File: config.mk
export PLATFORM = sky130hd
export DESIGN_NAME = i2c_adc_read_slave
export DESIGN_NICKNAME = d
export VERILOG_FILES = /design/src/i2c_adc_pkg.sv /design/src/i2c_adc_read_slave.sv /design/src/result_buffer.sv /design/src/conv_sequencer.sv
export VERILOG_INCLUDE_DIRS = /design/src
export SDC_FILE = /design/constraint.sdc
export NUM_CORES = 1
export LEC_CHECK = 0
export BUFFER_PORTS_ARGS = -buffer_cell sky130_fd_sc_hd__buf_4
export CORE_MARGIN = 10
export CORE_UTILIZATION = 60
export DETAILED_ROUTE_END_ITERATION = 10
export GPL_TIMING_DRIVEN = 1
export PLACE_DENSITY = 0.79
export SYNTH_ARGS = -nofsm -noshare
export SYNTH_HDL_FRONTEND = slang
export SYNTH_HIERARCHICAL = 1
export SYNTH_SLANG_ARGS = --single-unit
File: constraint.sdc
create_clock -name clk -period 5.2 [get_ports clk]
set_input_delay 0.52 -clock clk [delete_from_list [all_inputs] [get_ports clk]]
set_output_delay 0.52 -clock clk [all_outputs]
set_load 0.05 [all_outputs]
File: src/i2c_adc_cfg.svh
// constants for the two-wire converter read slave
// Operation
// - keep latest 10-bit result, readable anytime
// - own oscillator times acquisition and conversion
// - send unsigned binary result, MSB first
// - conversion phase lasts 8.96 us
// - acquisition phase lasts 1.12 us
// - continuous period is 18 serial clocks
// - sustain 22.3 ksps at 400 kHz
// - SDA falling while SCL high is START
// - SDA rising while SCL high is STOP
// - change data only while clock low
// - receiver pulls SDA low on ninth clock
// - master NAK ends read, device releases
// - seven address bits must match exactly
// - address option bits default to 101
// - read bit set: acknowledge, convert, return
// - read bit clear: acknowledge, release, no conversion
// - zeros plus upper nibble, then lower six bits
// - sampling starts at read bit falling edge
// - next sampling starts on last lower bit
`ifndef I2C_ADC_CFG_SVH
`define I2C_ADC_CFG_SVH
`define RESULT_WIDTH 10
`define ADDR_OPTION_DEFAULT 3'b101
`define DEVICE_CODE_DEFAULT 4'h6
`define BUF_DEPTH 2
`define CLK_PERIOD_NS 4.0
`define ACQ_TIME_US 1.12
`define CONV_TIME_US 8.96
`define FAST_SCL_KHZ 400.0
`define MAX_RATE_KSPS 22.3
`define CONT_PERIOD_CLOCKS 18
`define ADDR_BITS 4'h8
`define ZERO_NIBBLE_LAST 4'h3
`define LAST_DATA_BIT 4'h7
`endif

File: src/i2c_adc_pkg.sv
// state types of the two-wire converter read slave
package i2c_adc_pkg;
  typedef enum logic [2:0] {stIdle, stAddr, stAddrAck, stTx, stTxAck} slave_state_t;
  typedef enum logic [1:0] {sqIdle, sqAcq, sqConv, sqPush} seq_state_t;
endpackage

File: src/i2c_adc_read_slave.sv
// two-wire read slave of the 10-bit converter: bus decode and shifter
`include "i2c_adc_cfg.svh"

module i2c_adc_read_slave #(
  parameter logic [3:0] DEVICE_CODE  = `DEVICE_CODE_DEFAULT, // value arbitrary
  parameter logic [2:0] ADDR_OPTION  = `ADDR_OPTION_DEFAULT,
  parameter int         RESULT_WIDTH = `RESULT_WIDTH,
  parameter int         BUF_DEPTH    = `BUF_DEPTH,
  parameter int         ACQ_CYCLES   =
    int'($ceil(`ACQ_TIME_US * 1000.0 / `CLK_PERIOD_NS)),
  parameter int         CONV_CYCLES  =
    int'($ceil(`CONV_TIME_US * 1000.0 / `CLK_PERIOD_NS))
) (
  input  wire logic                    clk,
  input  wire logic                    nrst,
  input  wire logic                    sclIn,
  input  wire logic                    sdaIn,
  output logic                         sdaOut,
  output logic                         sdaOe,
  input  wire logic [RESULT_WIDTH-1:0] analogInput,
  output logic      [RESULT_WIDTH-1:0] resultValue,
  output logic                         convBusy
);
  // refuse widths the byte format cannot serve; phase lengths are checked in the sequencer
  if (RESULT_WIDTH != 10)
  begin
    $error("the two-byte result format holds exactly ten bits");
  end

  // bus line synchronisers and edge history
  logic sclMeta;
  logic sclSync;
  logic sclPrev;
  logic sdaMeta;
  logic sdaSync;
  logic sdaPrev;

  always_ff @(posedge clk or negedge nrst)
  begin
    if (!nrst)
    begin
      sclMeta <= 1'b1;
      sclSync <= 1'b1;
      sclPrev <= 1'b1;
      sdaMeta <= 1'b1;
      sdaSync <= 1'b1;
      sdaPrev <= 1'b1;
    end
    else
    begin
      sclMeta <= sclIn;
      sclSync <= sclMeta;
      sclPrev <= sclSync;
      sdaMeta <= sdaIn;
      sdaSync <= sdaMeta;
      sdaPrev <= sdaSync;
    end
  end

  // bus events seen after synchronisation
  logic sclRise;
  logic sclFall;
  logic startDet;
  logic stopDet;

  assign sclRise  = sclSync && !sclPrev;
  assign sclFall  = !sclSync && sclPrev;
  assign startDet = sclSync && sclPrev && sdaPrev && !sdaSync;
  assign stopDet  = sclSync && sclPrev && !sdaPrev && sdaSync;

  // slave state
  i2c_adc_pkg::slave_state_t state;
  i2c_adc_pkg::slave_state_t next_state;
  logic [3:0]                bitCnt;
  logic [3:0]                next_bitCnt;
  logic [7:0]                shiftReg;
  logic [7:0]                next_shiftReg;
  logic                      rwBit;
  logic                      next_rwBit;
  logic                      byteSel;
  logic                      next_byteSel;
  logic                      ackSeen;
  logic                      next_ackSeen;
  logic                      next_sdaOe;
  logic [RESULT_WIDTH-1:0]   txWord;
  logic [RESULT_WIDTH-1:0]   next_txWord;
  logic                      txLock;
  logic                      next_txLock;
  logic                      convStart;
  logic                      addrMatch;

  // seven address bits against the fixed code and option bits
  assign addrMatch = shiftReg[7:1] == {DEVICE_CODE, ADDR_OPTION};
  // one bit of the outgoing byte pair, most significant first
  function automatic logic txBit(input logic sel, input logic [2:0] idx,
                                 input logic [9:0] word);
    logic [7:0] frame;
    frame = sel ? {word[5:0], 2'b00} : {4'h0, word[9:6]};
    return frame[3'd7 - idx];
  endfunction

  // bus protocol next-state logic
  always_comb
  begin
    next_state    = state;
    next_bitCnt   = bitCnt;
    next_shiftReg = shiftReg;
    next_rwBit    = rwBit;
    next_byteSel  = byteSel;
    next_ackSeen  = ackSeen;
    next_sdaOe    = sdaOe;
    next_txWord   = txWord;
    next_txLock   = txLock;
    convStart     = 1'b0;
    if (startDet)
    begin
      next_state  = i2c_adc_pkg::stAddr;
      next_bitCnt = 4'h0;
      next_sdaOe  = 1'b0;
      next_txLock = 1'b0;
    end
    else if (stopDet)
    begin
      next_state  = i2c_adc_pkg::stIdle;
      next_sdaOe  = 1'b0;
      next_txLock = 1'b0;
    end
    else
    begin
      case (state)
        i2c_adc_pkg::stIdle:
          next_sdaOe = 1'b0;
        i2c_adc_pkg::stAddr:
        begin
          if (sclRise)
          begin
            next_shiftReg = {shiftReg[6:0], sdaSync};
            next_bitCnt   = bitCnt + 4'h1;
          end
          if (sclFall && bitCnt == `ADDR_BITS)
          begin
            if (addrMatch)
            begin
              next_state = i2c_adc_pkg::stAddrAck;
              next_sdaOe = 1'b1;
              next_rwBit = shiftReg[0];
              convStart  = shiftReg[0];
            end
            else
              next_state = i2c_adc_pkg::stIdle;
          end
        end
        i2c_adc_pkg::stAddrAck:
          if (sclFall)
          begin
            if (rwBit)
            begin
              next_state   = i2c_adc_pkg::stTx;
              next_byteSel = 1'b0;
              next_bitCnt  = 4'h0;
              next_sdaOe   = 1'b1; // first zero bit
            end
            else
            begin
              next_state = i2c_adc_pkg::stIdle;
              next_sdaOe = 1'b0;
            end
          end
        i2c_adc_pkg::stTx:
          if (sclFall)
          begin
            next_bitCnt = bitCnt + 4'h1;
            if (bitCnt == `LAST_DATA_BIT)
            begin
              next_state = i2c_adc_pkg::stTxAck;
              next_sdaOe = 1'b0; // let the master answer
              if (byteSel)
              begin
                convStart   = 1'b1;
                next_txLock = 1'b0;
              end
            end
            else if (!byteSel && bitCnt == `ZERO_NIBBLE_LAST)
            begin
              next_txWord = resultValue;
              next_txLock = 1'b1;
              next_sdaOe  = !txBit(1'b0, 3'(bitCnt + 4'h1), resultValue);
            end
            else
              next_sdaOe = !txBit(byteSel, 3'(bitCnt + 4'h1), txWord);
          end
        i2c_adc_pkg::stTxAck:
        begin
          if (sclRise)
            next_ackSeen = !sdaSync;
          if (sclFall)
          begin
            if (ackSeen)
            begin
              next_state   = i2c_adc_pkg::stTx;
              next_byteSel = !byteSel;
              next_bitCnt  = 4'h0;
              next_sdaOe   = byteSel ? 1'b1 : !txWord[5];
            end
            else
              next_state = i2c_adc_pkg::stIdle;
          end
        end
        default:
          next_state = i2c_adc_pkg::stIdle;
      endcase
    end
  end

  // bus protocol registers
  always_ff @(posedge clk or negedge nrst)
  begin
    if (!nrst)
    begin
      state    <= i2c_adc_pkg::stIdle;
      bitCnt   <= 4'h0;
      shiftReg <= 8'h00;
      rwBit    <= 1'b0;
      byteSel  <= 1'b0;
      ackSeen  <= 1'b0;
      sdaOe    <= 1'b0;
      txWord   <= '0;
      txLock   <= 1'b0;
    end
    else
    begin
      state    <= next_state;
      bitCnt   <= next_bitCnt;
      shiftReg <= next_shiftReg;
      rwBit    <= next_rwBit;
      byteSel  <= next_byteSel;
      ackSeen  <= next_ackSeen;
      sdaOe    <= next_sdaOe;
      txWord   <= next_txWord;
      txLock   <= next_txLock;
    end
  end

  // open drain: the pad only ever pulls low
  assign sdaOut = 1'b0;
  // converter, buffer and result register
  logic                    seqValid;
  logic                    seqReady;
  logic [RESULT_WIDTH-1:0] seqData;
  logic                    bufValid;
  logic [RESULT_WIDTH-1:0] bufData;
  logic [RESULT_WIDTH-1:0] next_resultValue;
  conv_sequencer #(
    .WIDTH       (RESULT_WIDTH),
    .ACQ_CYCLES  (ACQ_CYCLES),
    .CONV_CYCLES (CONV_CYCLES)
  ) u_seq (
    .clk         (clk),
    .nrst        (nrst),
    .convStart   (convStart),
    .analogInput (analogInput),
    .busy        (convBusy),
    .outValid    (seqValid),
    .outReady    (seqReady),
    .outData     (seqData)
  );
  result_buffer #(
    .WIDTH (RESULT_WIDTH),
    .DEPTH (BUF_DEPTH)
  ) u_buf (
    .clk     (clk),
    .nrst    (nrst),
    .wrValid (seqValid),
    .wrReady (seqReady),
    .wrData  (seqData),
    .rdValid (bufValid),
    .rdReady (!txLock),
    .rdData  (bufData)
  );
  // newest result replaces the old one unless a word is in flight
  always_comb
  begin
    next_resultValue = resultValue;
    if (bufValid && !txLock)
      next_resultValue = bufData;
  end
  always_ff @(posedge clk or negedge nrst)
  begin
    if (!nrst)
      resultValue <= '0;
    else
      resultValue <= next_resultValue;
  end
endmodule

File: src/result_buffer.sv
// small first-in first-out buffer between converter and shifter
module result_buffer #(
  parameter int WIDTH = 10,
  parameter int DEPTH = 2
) (
  input  wire logic             clk,
  input  wire logic             nrst,
  input  wire logic             wrValid,
  output logic                  wrReady,
  input  wire logic [WIDTH-1:0] wrData,
  output logic                  rdValid,
  input  wire logic             rdReady,
  output logic      [WIDTH-1:0] rdData
);
  localparam int AW = (DEPTH > 1) ? $clog2(DEPTH) : 1;

  if (DEPTH < 2 || (1 << AW) != DEPTH)
  begin
    $error("buffer depth must be a power of two, at least two");
  end

  logic [WIDTH-1:0] mem [DEPTH];
  logic [AW-1:0]    wrPtr;
  logic [AW-1:0]    rdPtr;
  logic [AW:0]      fill;
  logic [AW-1:0]    next_wrPtr;
  logic [AW-1:0]    next_rdPtr;
  logic [AW:0]      next_fill;
  logic             push;
  logic             pop;

  // honest full and empty from the fill count
  assign wrReady = fill != (AW+1)'(DEPTH);
  assign rdValid = fill != '0;
  assign rdData  = mem[rdPtr];
  assign push    = wrValid && wrReady;
  assign pop     = rdValid && rdReady;

  // pointer and fill update
  always_comb
  begin
    next_wrPtr = push ? wrPtr + 1'b1 : wrPtr;
    next_rdPtr = pop ? rdPtr + 1'b1 : rdPtr;
    next_fill  = fill + (AW+1)'(push) - (AW+1)'(pop);
  end

  always_ff @(posedge clk or negedge nrst)
  begin
    if (!nrst)
    begin
      wrPtr <= '0;
      rdPtr <= '0;
      fill  <= '0;
    end
    else
    begin
      wrPtr <= next_wrPtr;
      rdPtr <= next_rdPtr;
      fill  <= next_fill;
    end
  end

  // storage needs no reset
  always_ff @(posedge clk)
  begin
    if (push)
      mem[wrPtr] <= wrData;
  end
endmodule

File: src/conv_sequencer.sv
// self-timed acquisition and conversion sequencer
`include "i2c_adc_cfg.svh"

module conv_sequencer #(
  parameter int WIDTH       = 10,
  parameter int ACQ_CYCLES  = 280,
  parameter int CONV_CYCLES = 2240
) (
  input  wire logic             clk,
  input  wire logic             nrst,
  input  wire logic             convStart,
  input  wire logic [WIDTH-1:0] analogInput,
  output logic                  busy,
  output logic                  outValid,
  input  wire logic             outReady,
  output logic      [WIDTH-1:0] outData
);
  localparam int MAXC = (ACQ_CYCLES > CONV_CYCLES) ? ACQ_CYCLES : CONV_CYCLES;
  localparam int CW   = $clog2(MAXC) + 1;

  // refuse phase lengths the down counters or the bus rate cannot serve
  if (ACQ_CYCLES < 1 || CONV_CYCLES < 1)
  begin
    $error("both phases must last at least one clock");
  end

  if ((ACQ_CYCLES + CONV_CYCLES) * `CLK_PERIOD_NS >
      `CONT_PERIOD_CLOCKS * 1.0e6 / `FAST_SCL_KHZ)
  begin
    $error("conversion does not fit one continuous period");
  end

  if ((ACQ_CYCLES + CONV_CYCLES) * `CLK_PERIOD_NS > 1.0e6 / `MAX_RATE_KSPS)
  begin
    $error("conversion too slow for the top sample rate");
  end

  i2c_adc_pkg::seq_state_t stage;
  i2c_adc_pkg::seq_state_t next_stage;
  logic [CW-1:0]           cnt;
  logic [CW-1:0]           next_cnt;
  logic [WIDTH-1:0]        next_outData;
  int unsigned             elapsed;

  // phases counted on the internal clock only, never on SCL
  always_comb
  begin
    next_stage   = stage;
    next_cnt     = cnt;
    next_outData = outData;
    case (stage)
      i2c_adc_pkg::sqIdle:
        if (convStart)
        begin
          next_stage = i2c_adc_pkg::sqAcq;
          next_cnt   = CW'(ACQ_CYCLES - 1);
        end
      i2c_adc_pkg::sqAcq:
        if (cnt == '0)
        begin
          next_outData = analogInput; // hold capacitor disconnects here
          next_stage   = i2c_adc_pkg::sqConv;
          next_cnt     = CW'(CONV_CYCLES - 1);
        end
        else
          next_cnt = cnt - 1'b1;
      i2c_adc_pkg::sqConv:
        if (cnt == '0)
          next_stage = i2c_adc_pkg::sqPush;
        else
          next_cnt = cnt - 1'b1;
      i2c_adc_pkg::sqPush:
        if (outReady)
          next_stage = i2c_adc_pkg::sqIdle; // stalls while the buffer is full
      default:
        next_stage = i2c_adc_pkg::sqIdle;
    endcase
  end

  always_ff @(posedge clk or negedge nrst)
  begin
    if (!nrst)
    begin
      stage   <= i2c_adc_pkg::sqIdle;
      cnt     <= '0;
      outData <= '0;
    end
    else
    begin
      stage   <= next_stage;
      cnt     <= next_cnt;
      outData <= next_outData;
    end
  end

  assign busy     = stage != i2c_adc_pkg::sqIdle;
  assign outValid = stage == i2c_adc_pkg::sqPush;

  // elapsed cycles since start, for the duration check
  always_ff @(posedge clk or negedge nrst)
  begin
    if (!nrst)
      elapsed <= 0;
    else if (stage == i2c_adc_pkg::sqIdle)
      elapsed <= 0;
    else if (stage != i2c_adc_pkg::sqPush)
      elapsed <= elapsed + 1;
  end
endmodule

After elaboration in Yosys (flattened, before gate mapping)
Memory sizes are Yosys's and may differ from the RTL's. A register that Yosys moved wholly into a read port is not among the register bits.
Index checks and enable logic that the tools add are counted.
W data, S select, Z words.
{ "totals": {"mem_bits_ro": 0, "out_inout_bits": 13, "elab_cells": 184, "latch_bits": 0, "in_bits": 14, "memories": 1, "ramBits": 20, "reg_bits": 65} }
{ "classes": {"n_lt_le_gt_ge": 1, "bitwise_logic": 3, "mux": 69, "addsub": 7, "shifts": 0, "mul": 0, "n_reduce_logical": 45, "n_eq_ne": 37, "div": 0} }
{ "mem_list": {"columns": ["memory", "depth", "word_bits", "rd", "rd_ports_with_merged_regs", "write_ports", "line", "text"], "rows": [
  ["u_buf.mem", 2, 10, 1, 1, 1, "result_buffer.sv:22", "logic [WIDTH-1:0] mem [DEPTH];"]
]} }
{ "op_table": {"columns": ["operator", "count"], "rows": [
  ["$mux W13", 3],
  ["$pmux W13 S3", 1],
  ["$mux W1", 34],
  ["$mux W4", 8],
  ["$ne A4 B4 Y1 const B", 8],
  ["$mux W3", 7],
  ["$ne A3 B3 Y1 const B", 7],
  ["$ne A2 B2 Y1 const B", 9],
  ["$pmux W4 S4", 1],
  ["$reduce_and A4 Y1", 4],
  ["$pmux W3 S5", 1],
  ["$mux W2", 7],
  ["$reduce_and A7 Y1", 2],
  ["$logic_not A13 Y1", 1],
  ["$sub A13 B1 Y13 const B", 1],
  ["$reduce_and A6 Y1", 2],
  ["$logic_and A1 B1 Y1", 11],
  ["$logic_not A1 Y1", 10],
  ["$reduce_bool A3 Y1", 3],
  ["$mux W8", 1],
  ["$pmux W2 S4", 1],
  ["$reduce_and A8 Y1", 1],
  ["$eq A7 B6 Y1 const B", 1],
  ["$reduce_bool A7 Y1", 1],
  ["27 further kinds", 37]
]} }

Logic depth before layout (Yosys ltp)
{ "depth": {"depth_word": 11, "depth_mapped": 11, "depth_no_buf": 10} }

Cells and area by module
The synthesis kept the hierarchy.
{ "modules_own_cells": {"columns": ["mod", "area_each_um2", "seq_area_each_um2", "cells_per_inst", "n_inst"], "rows": [
  ["i2c_adc_read_slave", 2326.0, 1158.6, 191, 1],
  ["conv_sequencer", 1473.9, 625.6, 133, 1],
  ["result_buffer", 937.1, 700.7, 53, 1]
]} }

Least setup slack after synthesis
Ideal clock, no wire load.
{ "synth_timing": {"path_type": "register to register", "start": "register bitCnt[1]", "end": "register u_seq.cnt[6]", "path_buffers": 0, "path_stages_with_launch": 10, "synth_period_minus_slack_ns": 2.116, "path_slack_ns": 3.084, "setup_time_ns": 0.066, "required_time_ns": 5.134, "t_arrival_ns": 2.050, "cell_sequence": "dfrtp_1 -> ha_1 -> inv_1 -> nor4_4 -> nand3_1 -> nand2_1 -> nand2b_1 -> nor3b_1 -> o2111a_1 -> a221o_1"} }
{ "synth_between": {"elab_chain_cells": 8, "word_cells_on_any_way": 11, "classes_between": "eq/ne (3); mux (6); reduce/logical (2)"} }
{ "synth_rtl": {"columns": ["element", "line", "text"], "rows": [
  ["start: declaration", "i2c_adc_read_slave.sv:74", "logic [3:0] bitCnt;"],
  ["start signal: assignment", "i2c_adc_read_slave.sv:233", "bitCnt <= next_bitCnt;"],
  ["$eq A4 B3 Y1 (no source line) or $eq A4 B4 Y1 (tied branches)", null, null],
  ["$mux W1 or $logic_and A1 B1 Y1 (tied branches)", null, null],
  ["$mux W1 (on tied branches)", "i2c_adc_read_slave.sv:170, i2c_adc_read_slave.sv:140", null],
  ["$pmux W1 S2 (*)", "i2c_adc_read_slave.sv:130", "case (state)"],
  ["$mux W1 (*)", "i2c_adc_read_slave.sv:122", "else if (stopDet)"],
  ["$mux W1 (*)", "i2c_adc_read_slave.sv:115", "if (startDet)"],
  ["via convStart", "i2c_adc_read_slave.sv:89", "logic convStart;"],
  ["$ne A2 B2 Y1 (no source line) (*)", null, null],
  ["$reduce_and A3 Y1 (no source line) (*)", null, null],
  ["end signal: assignment", "conv_sequencer.sv:91", "cnt <= next_cnt;"],
  ["end: declaration", "conv_sequencer.sv:40", "logic [CW-1:0] cnt;"]
]} }
Mark *: on every way through the listed nets, which the timed path passes. The rest lies on a longest branch.
A chain may end at the register's enable or synchronous reset.

Worst setup path after layout
{ "layout_timing": {"start": "register state[1]", "end": "register u_seq.cnt[6]"} }
{ "layout_between": {"elab_chain_cells": 6, "word_cells_on_any_way": 7, "classes_between": "eq/ne (3); mux (3); reduce/logical (1)"} }
{ "layout_rtl": {"columns": ["element", "line", "text"], "rows": [
  ["start: declaration", "i2c_adc_read_slave.sv:72", "i2c_adc_pkg::slave_state_t state;"],
  ["start signal: assignment", "i2c_adc_read_slave.sv:220", "state <= i2c_adc_pkg::stIdle;"],
  ["start signal: assignment", "i2c_adc_read_slave.sv:232", "state <= next_state;"],
  ["$eq A3 B2 Y1 or $eq A3 B1 Y1 (tied branches)", "i2c_adc_read_slave.sv:130", null],
  ["$pmux W1 S2 (*)", "i2c_adc_read_slave.sv:130", null],
  ["$mux W1 (*)", "i2c_adc_read_slave.sv:122", null],
  ["$mux W1 (*)", "i2c_adc_read_slave.sv:115", null],
  ["via convStart", "i2c_adc_read_slave.sv:89", null],
  ["$ne A2 B2 Y1 (no source line) (*)", null, null],
  ["$reduce_and A3 Y1 (no source line) (*)", null, null]
]} }
Marked as above.

==> summary.md <==
| Metric | Value |
|---|---|
| Outcome | complete, no violations |
| Worst slew margin | 37.5% |
| Clk sinks | 95 |
| Synthesized flop and latch total | 95 |
| Min-Delay Path Class | input pin to asynchronous set/reset pin |
| Pleak | roughly 2.3 nW |
| Count leader, synth | dfrtp_1 |
| Port buffer count | 25 |
| Share of layout cells above drive strength 1 | a little over a quarter |
| WP data required | 5510 ps |
| Vias in the first global route | 3100 |
| Crit start category | flop |
| Boundary Pins | 27 |
| PD cells | 304 mW/mm2 |
| EDFF count, synth | 20 |
| Yosys warns | 6 |
| # setup viols final | 0 |
| Nets | 422 |
| Final GP Congestion | 0.907 |
| WL/cell | roughly 18 um |
| Total gr overflow | 0 |
| Met1 wire length | 4.09 mm |
| Post-cts sizing count | 0 |
| Unique masters post-synth | between 70 and 80 |
| Top sig layer | met4 |
| Top_reg_cell synth | dfrtp_1 |
| Post-Syn Area | 0.00474 mm2 |
| Global-route wire length before repair | 15.7 mm |
| Layout area overhead | 9.27% |
| Via density | approximately 6.2 |
| Non-Filler Cell Area, Final | 0.00518 mm2 |
| Wire length on met2 | 4.53 mm |
| Root buf cell | clkbuf_8 |
| Pins Over Slew Limit | 0 |
| Starting Density | 61.6% |
| Antenna violations before repair | 0 |
| Clock buffer depth | 2 |
| Top cells by area, synth | dfrtp_1, edfxtp_1, mux2_2 |
| Worst-skew pair later-pin latency | 370 ps |
| Synth area leader | dfrtp_1 |
| WP data arrival | 3150 ps |
| Drt pass-1 iters | 4 |
| DRT iter0 DRCs | 129 |
| Hold_ws | between 200 and 300 ps |
| Hold Vio Cnt, Final | 0 |
| Crit path capture type | flop |
| Register area share after synthesis | 52.5% |
| Setup bufs post-CTS | 0 |
| CP Max Fanout | 13 |
| DRC | 0 |
| Post-synth net total | approximately 400 |
| Sum of negative setup slack | 0 ps |
| Tot GR Track Use | 16.5% |
| Max_cap viols | 0 |
| Maximum VDD drop | 0.199 mV |
| Actual slew at the worst max-slew pin | 937 ps |
| Ys async rst share | 78.9% |
| Setup Crit Path Kind | flop to flop |
| Htree depth | 3 |
| Die area | between 0.01 and 0.015 mm2 |
| CTS tree | yes |
| Peak Freq | 0.352 GHz |
| Final period utilization | a little over half |
| RSZ-0062 raised after global routing | false |
| Post-route ant nets | 0 |
| DP HPWL | 6.39 mm |
| Core Util, Final | 67.3% |
| Syn Area/Cell | 12.6 um2 |
| Largest net degree at the start of global routing | 76 |
| CTS clk-pin slew, worst paths | 100 ps |
| Post-route minimum period | 2840 ps |
| Final WL | a little over 9 mm |
| Die height | 109 um |
| WL met3 | 446 um |
| Clk_skew | around 19 ps |
| Synthesized instance count | roughly 380 |
| Post-synth top cells | dfrtp_1, mux2_2, nor2_1 |
| Die width | 109 um |
| CTS Buf Count | 9 |
| N_diodes | 0 |
| Row cnt | 32 |
| Placeable Area | 0.00769 mm2 |
| Count of hold-fix buffers inserted at cts | 0 |
| Cell area after placement | 0.00495 mm2 |
| Vias post-DR | 3109 |
| Top cell type's share of synthesized area | 36.5% |
-- metrics by stage --
stage                     instances  setup WS (ps)  total power [mW]
after detailed placement        489           2420              1.06
after global routing            505           2040              1.64
final                           505           2360              1.57
after floorplan                 377           3080              1.01
after CTS                       505           2370              1.59
after global placement          489           2460              1.05
-- registers in the layout, indices dropped and copies added, names as in the netlist, 2 cells and up --
| register | flops |
|---|---|
| state | 3 |
| shiftReg | 8 |
| u_seq/outData | 10 |
| txWord | 10 |
| bitCnt | 4 |
| resultValue | 10 |
| u_seq/stage | 2 |
| u_buf/mem | 20 |
| u_buf/fill | 2 |
| u_seq/cnt | 13 |
-- path summary, 6_finish.rpt --
check,start,end,slack (ps),cells after the start
worst max-delay path,state[1]$_DFFE_PN0P_,u_seq/cnt[6]$_DFFE_PN0P_,2360,8
worst min-delay path,nrst,bitCnt[1]$_DFFE_PN0P_,260,1
worst max register to register,state[1]$_DFFE_PN0P_,u_seq/cnt[6]$_DFFE_PN0P_,2360,8
worst min register to register,sdaMeta$_DFF_PN1_,sdaSync$_DFF_PN1_,360,0
max in group asynchronous,nrst,resultValue[2]$_DFFE_PN0P_,4300,1
min in group clk,sdaIn,sdaMeta$_DFF_PN1_,260,1
-- layout make-up --
cell class	instances	area (um2)
flip-flops and latches	95	2480
multi-input cells	252	2090
repair buffers	26	195
well taps	102	128
clock inverters	6	85.1
clock buffers	10	138
inverters	14	52.6
fillers	575	2510
-- report_power, final --
group | switching (mW) | internal (mW)
sequential | 0.0589 | 0.807
combinational | 0.0884 | 0.0882
clock | 0.281 | 0.248
-- critical path, stage by stage (launching register included) --
cell and delay (ps):
dfrtp_1 550, nand2b_1 290, nor3_1 400, nand3_1 160
nand2_1 90, nand2b_1 190, nor3b_1 700, o2111a_1 290
a221o_1 100
-- cells in the final DEF (no fill, tap or decap), types with 4 or more instances in the layout --
cell type	instances
dfrtp_1	69
mux2_2	43
buf_4	26
nor2_1	21
edfxtp_1	20
nand2_1	16
inv_1	14
nand3_1	11
o21ai_0	11
ha_1	10
clkbuf_8	10
mux2_1	9
nand2b_1	7
nor3_1	6
a211oi_1	6
dfstp_2	6
nor3b_1	5
nor2b_1	5
a21oi_1	5
o211ai_1	5
xnor2_1	4
nand3b_1	4
a31oi_1	4
nand4b_1	4
o31ai_1	4
-- metal layers --
metal	track usage (%)	vias to the layer above
met2	27.2	85
met3	3.89	11
li1	-	1473
met4	4.43	0
met5	0	-
met1	21.5	1540
-- cell families after synthesis --
kind of cell	after synthesis	synth area share, %
and+or+nand+nor	105	13.9
muxes	58	14.7
buffers and inverters	30	3.35
other	1	0.0792
DFF	95	52.5
adders and majority gates	10	2.64
xor gates and xnor gates	6	1.11
AOI/OAI and AO/OA	72	11.8
Power figures use the tool's default switching activity.
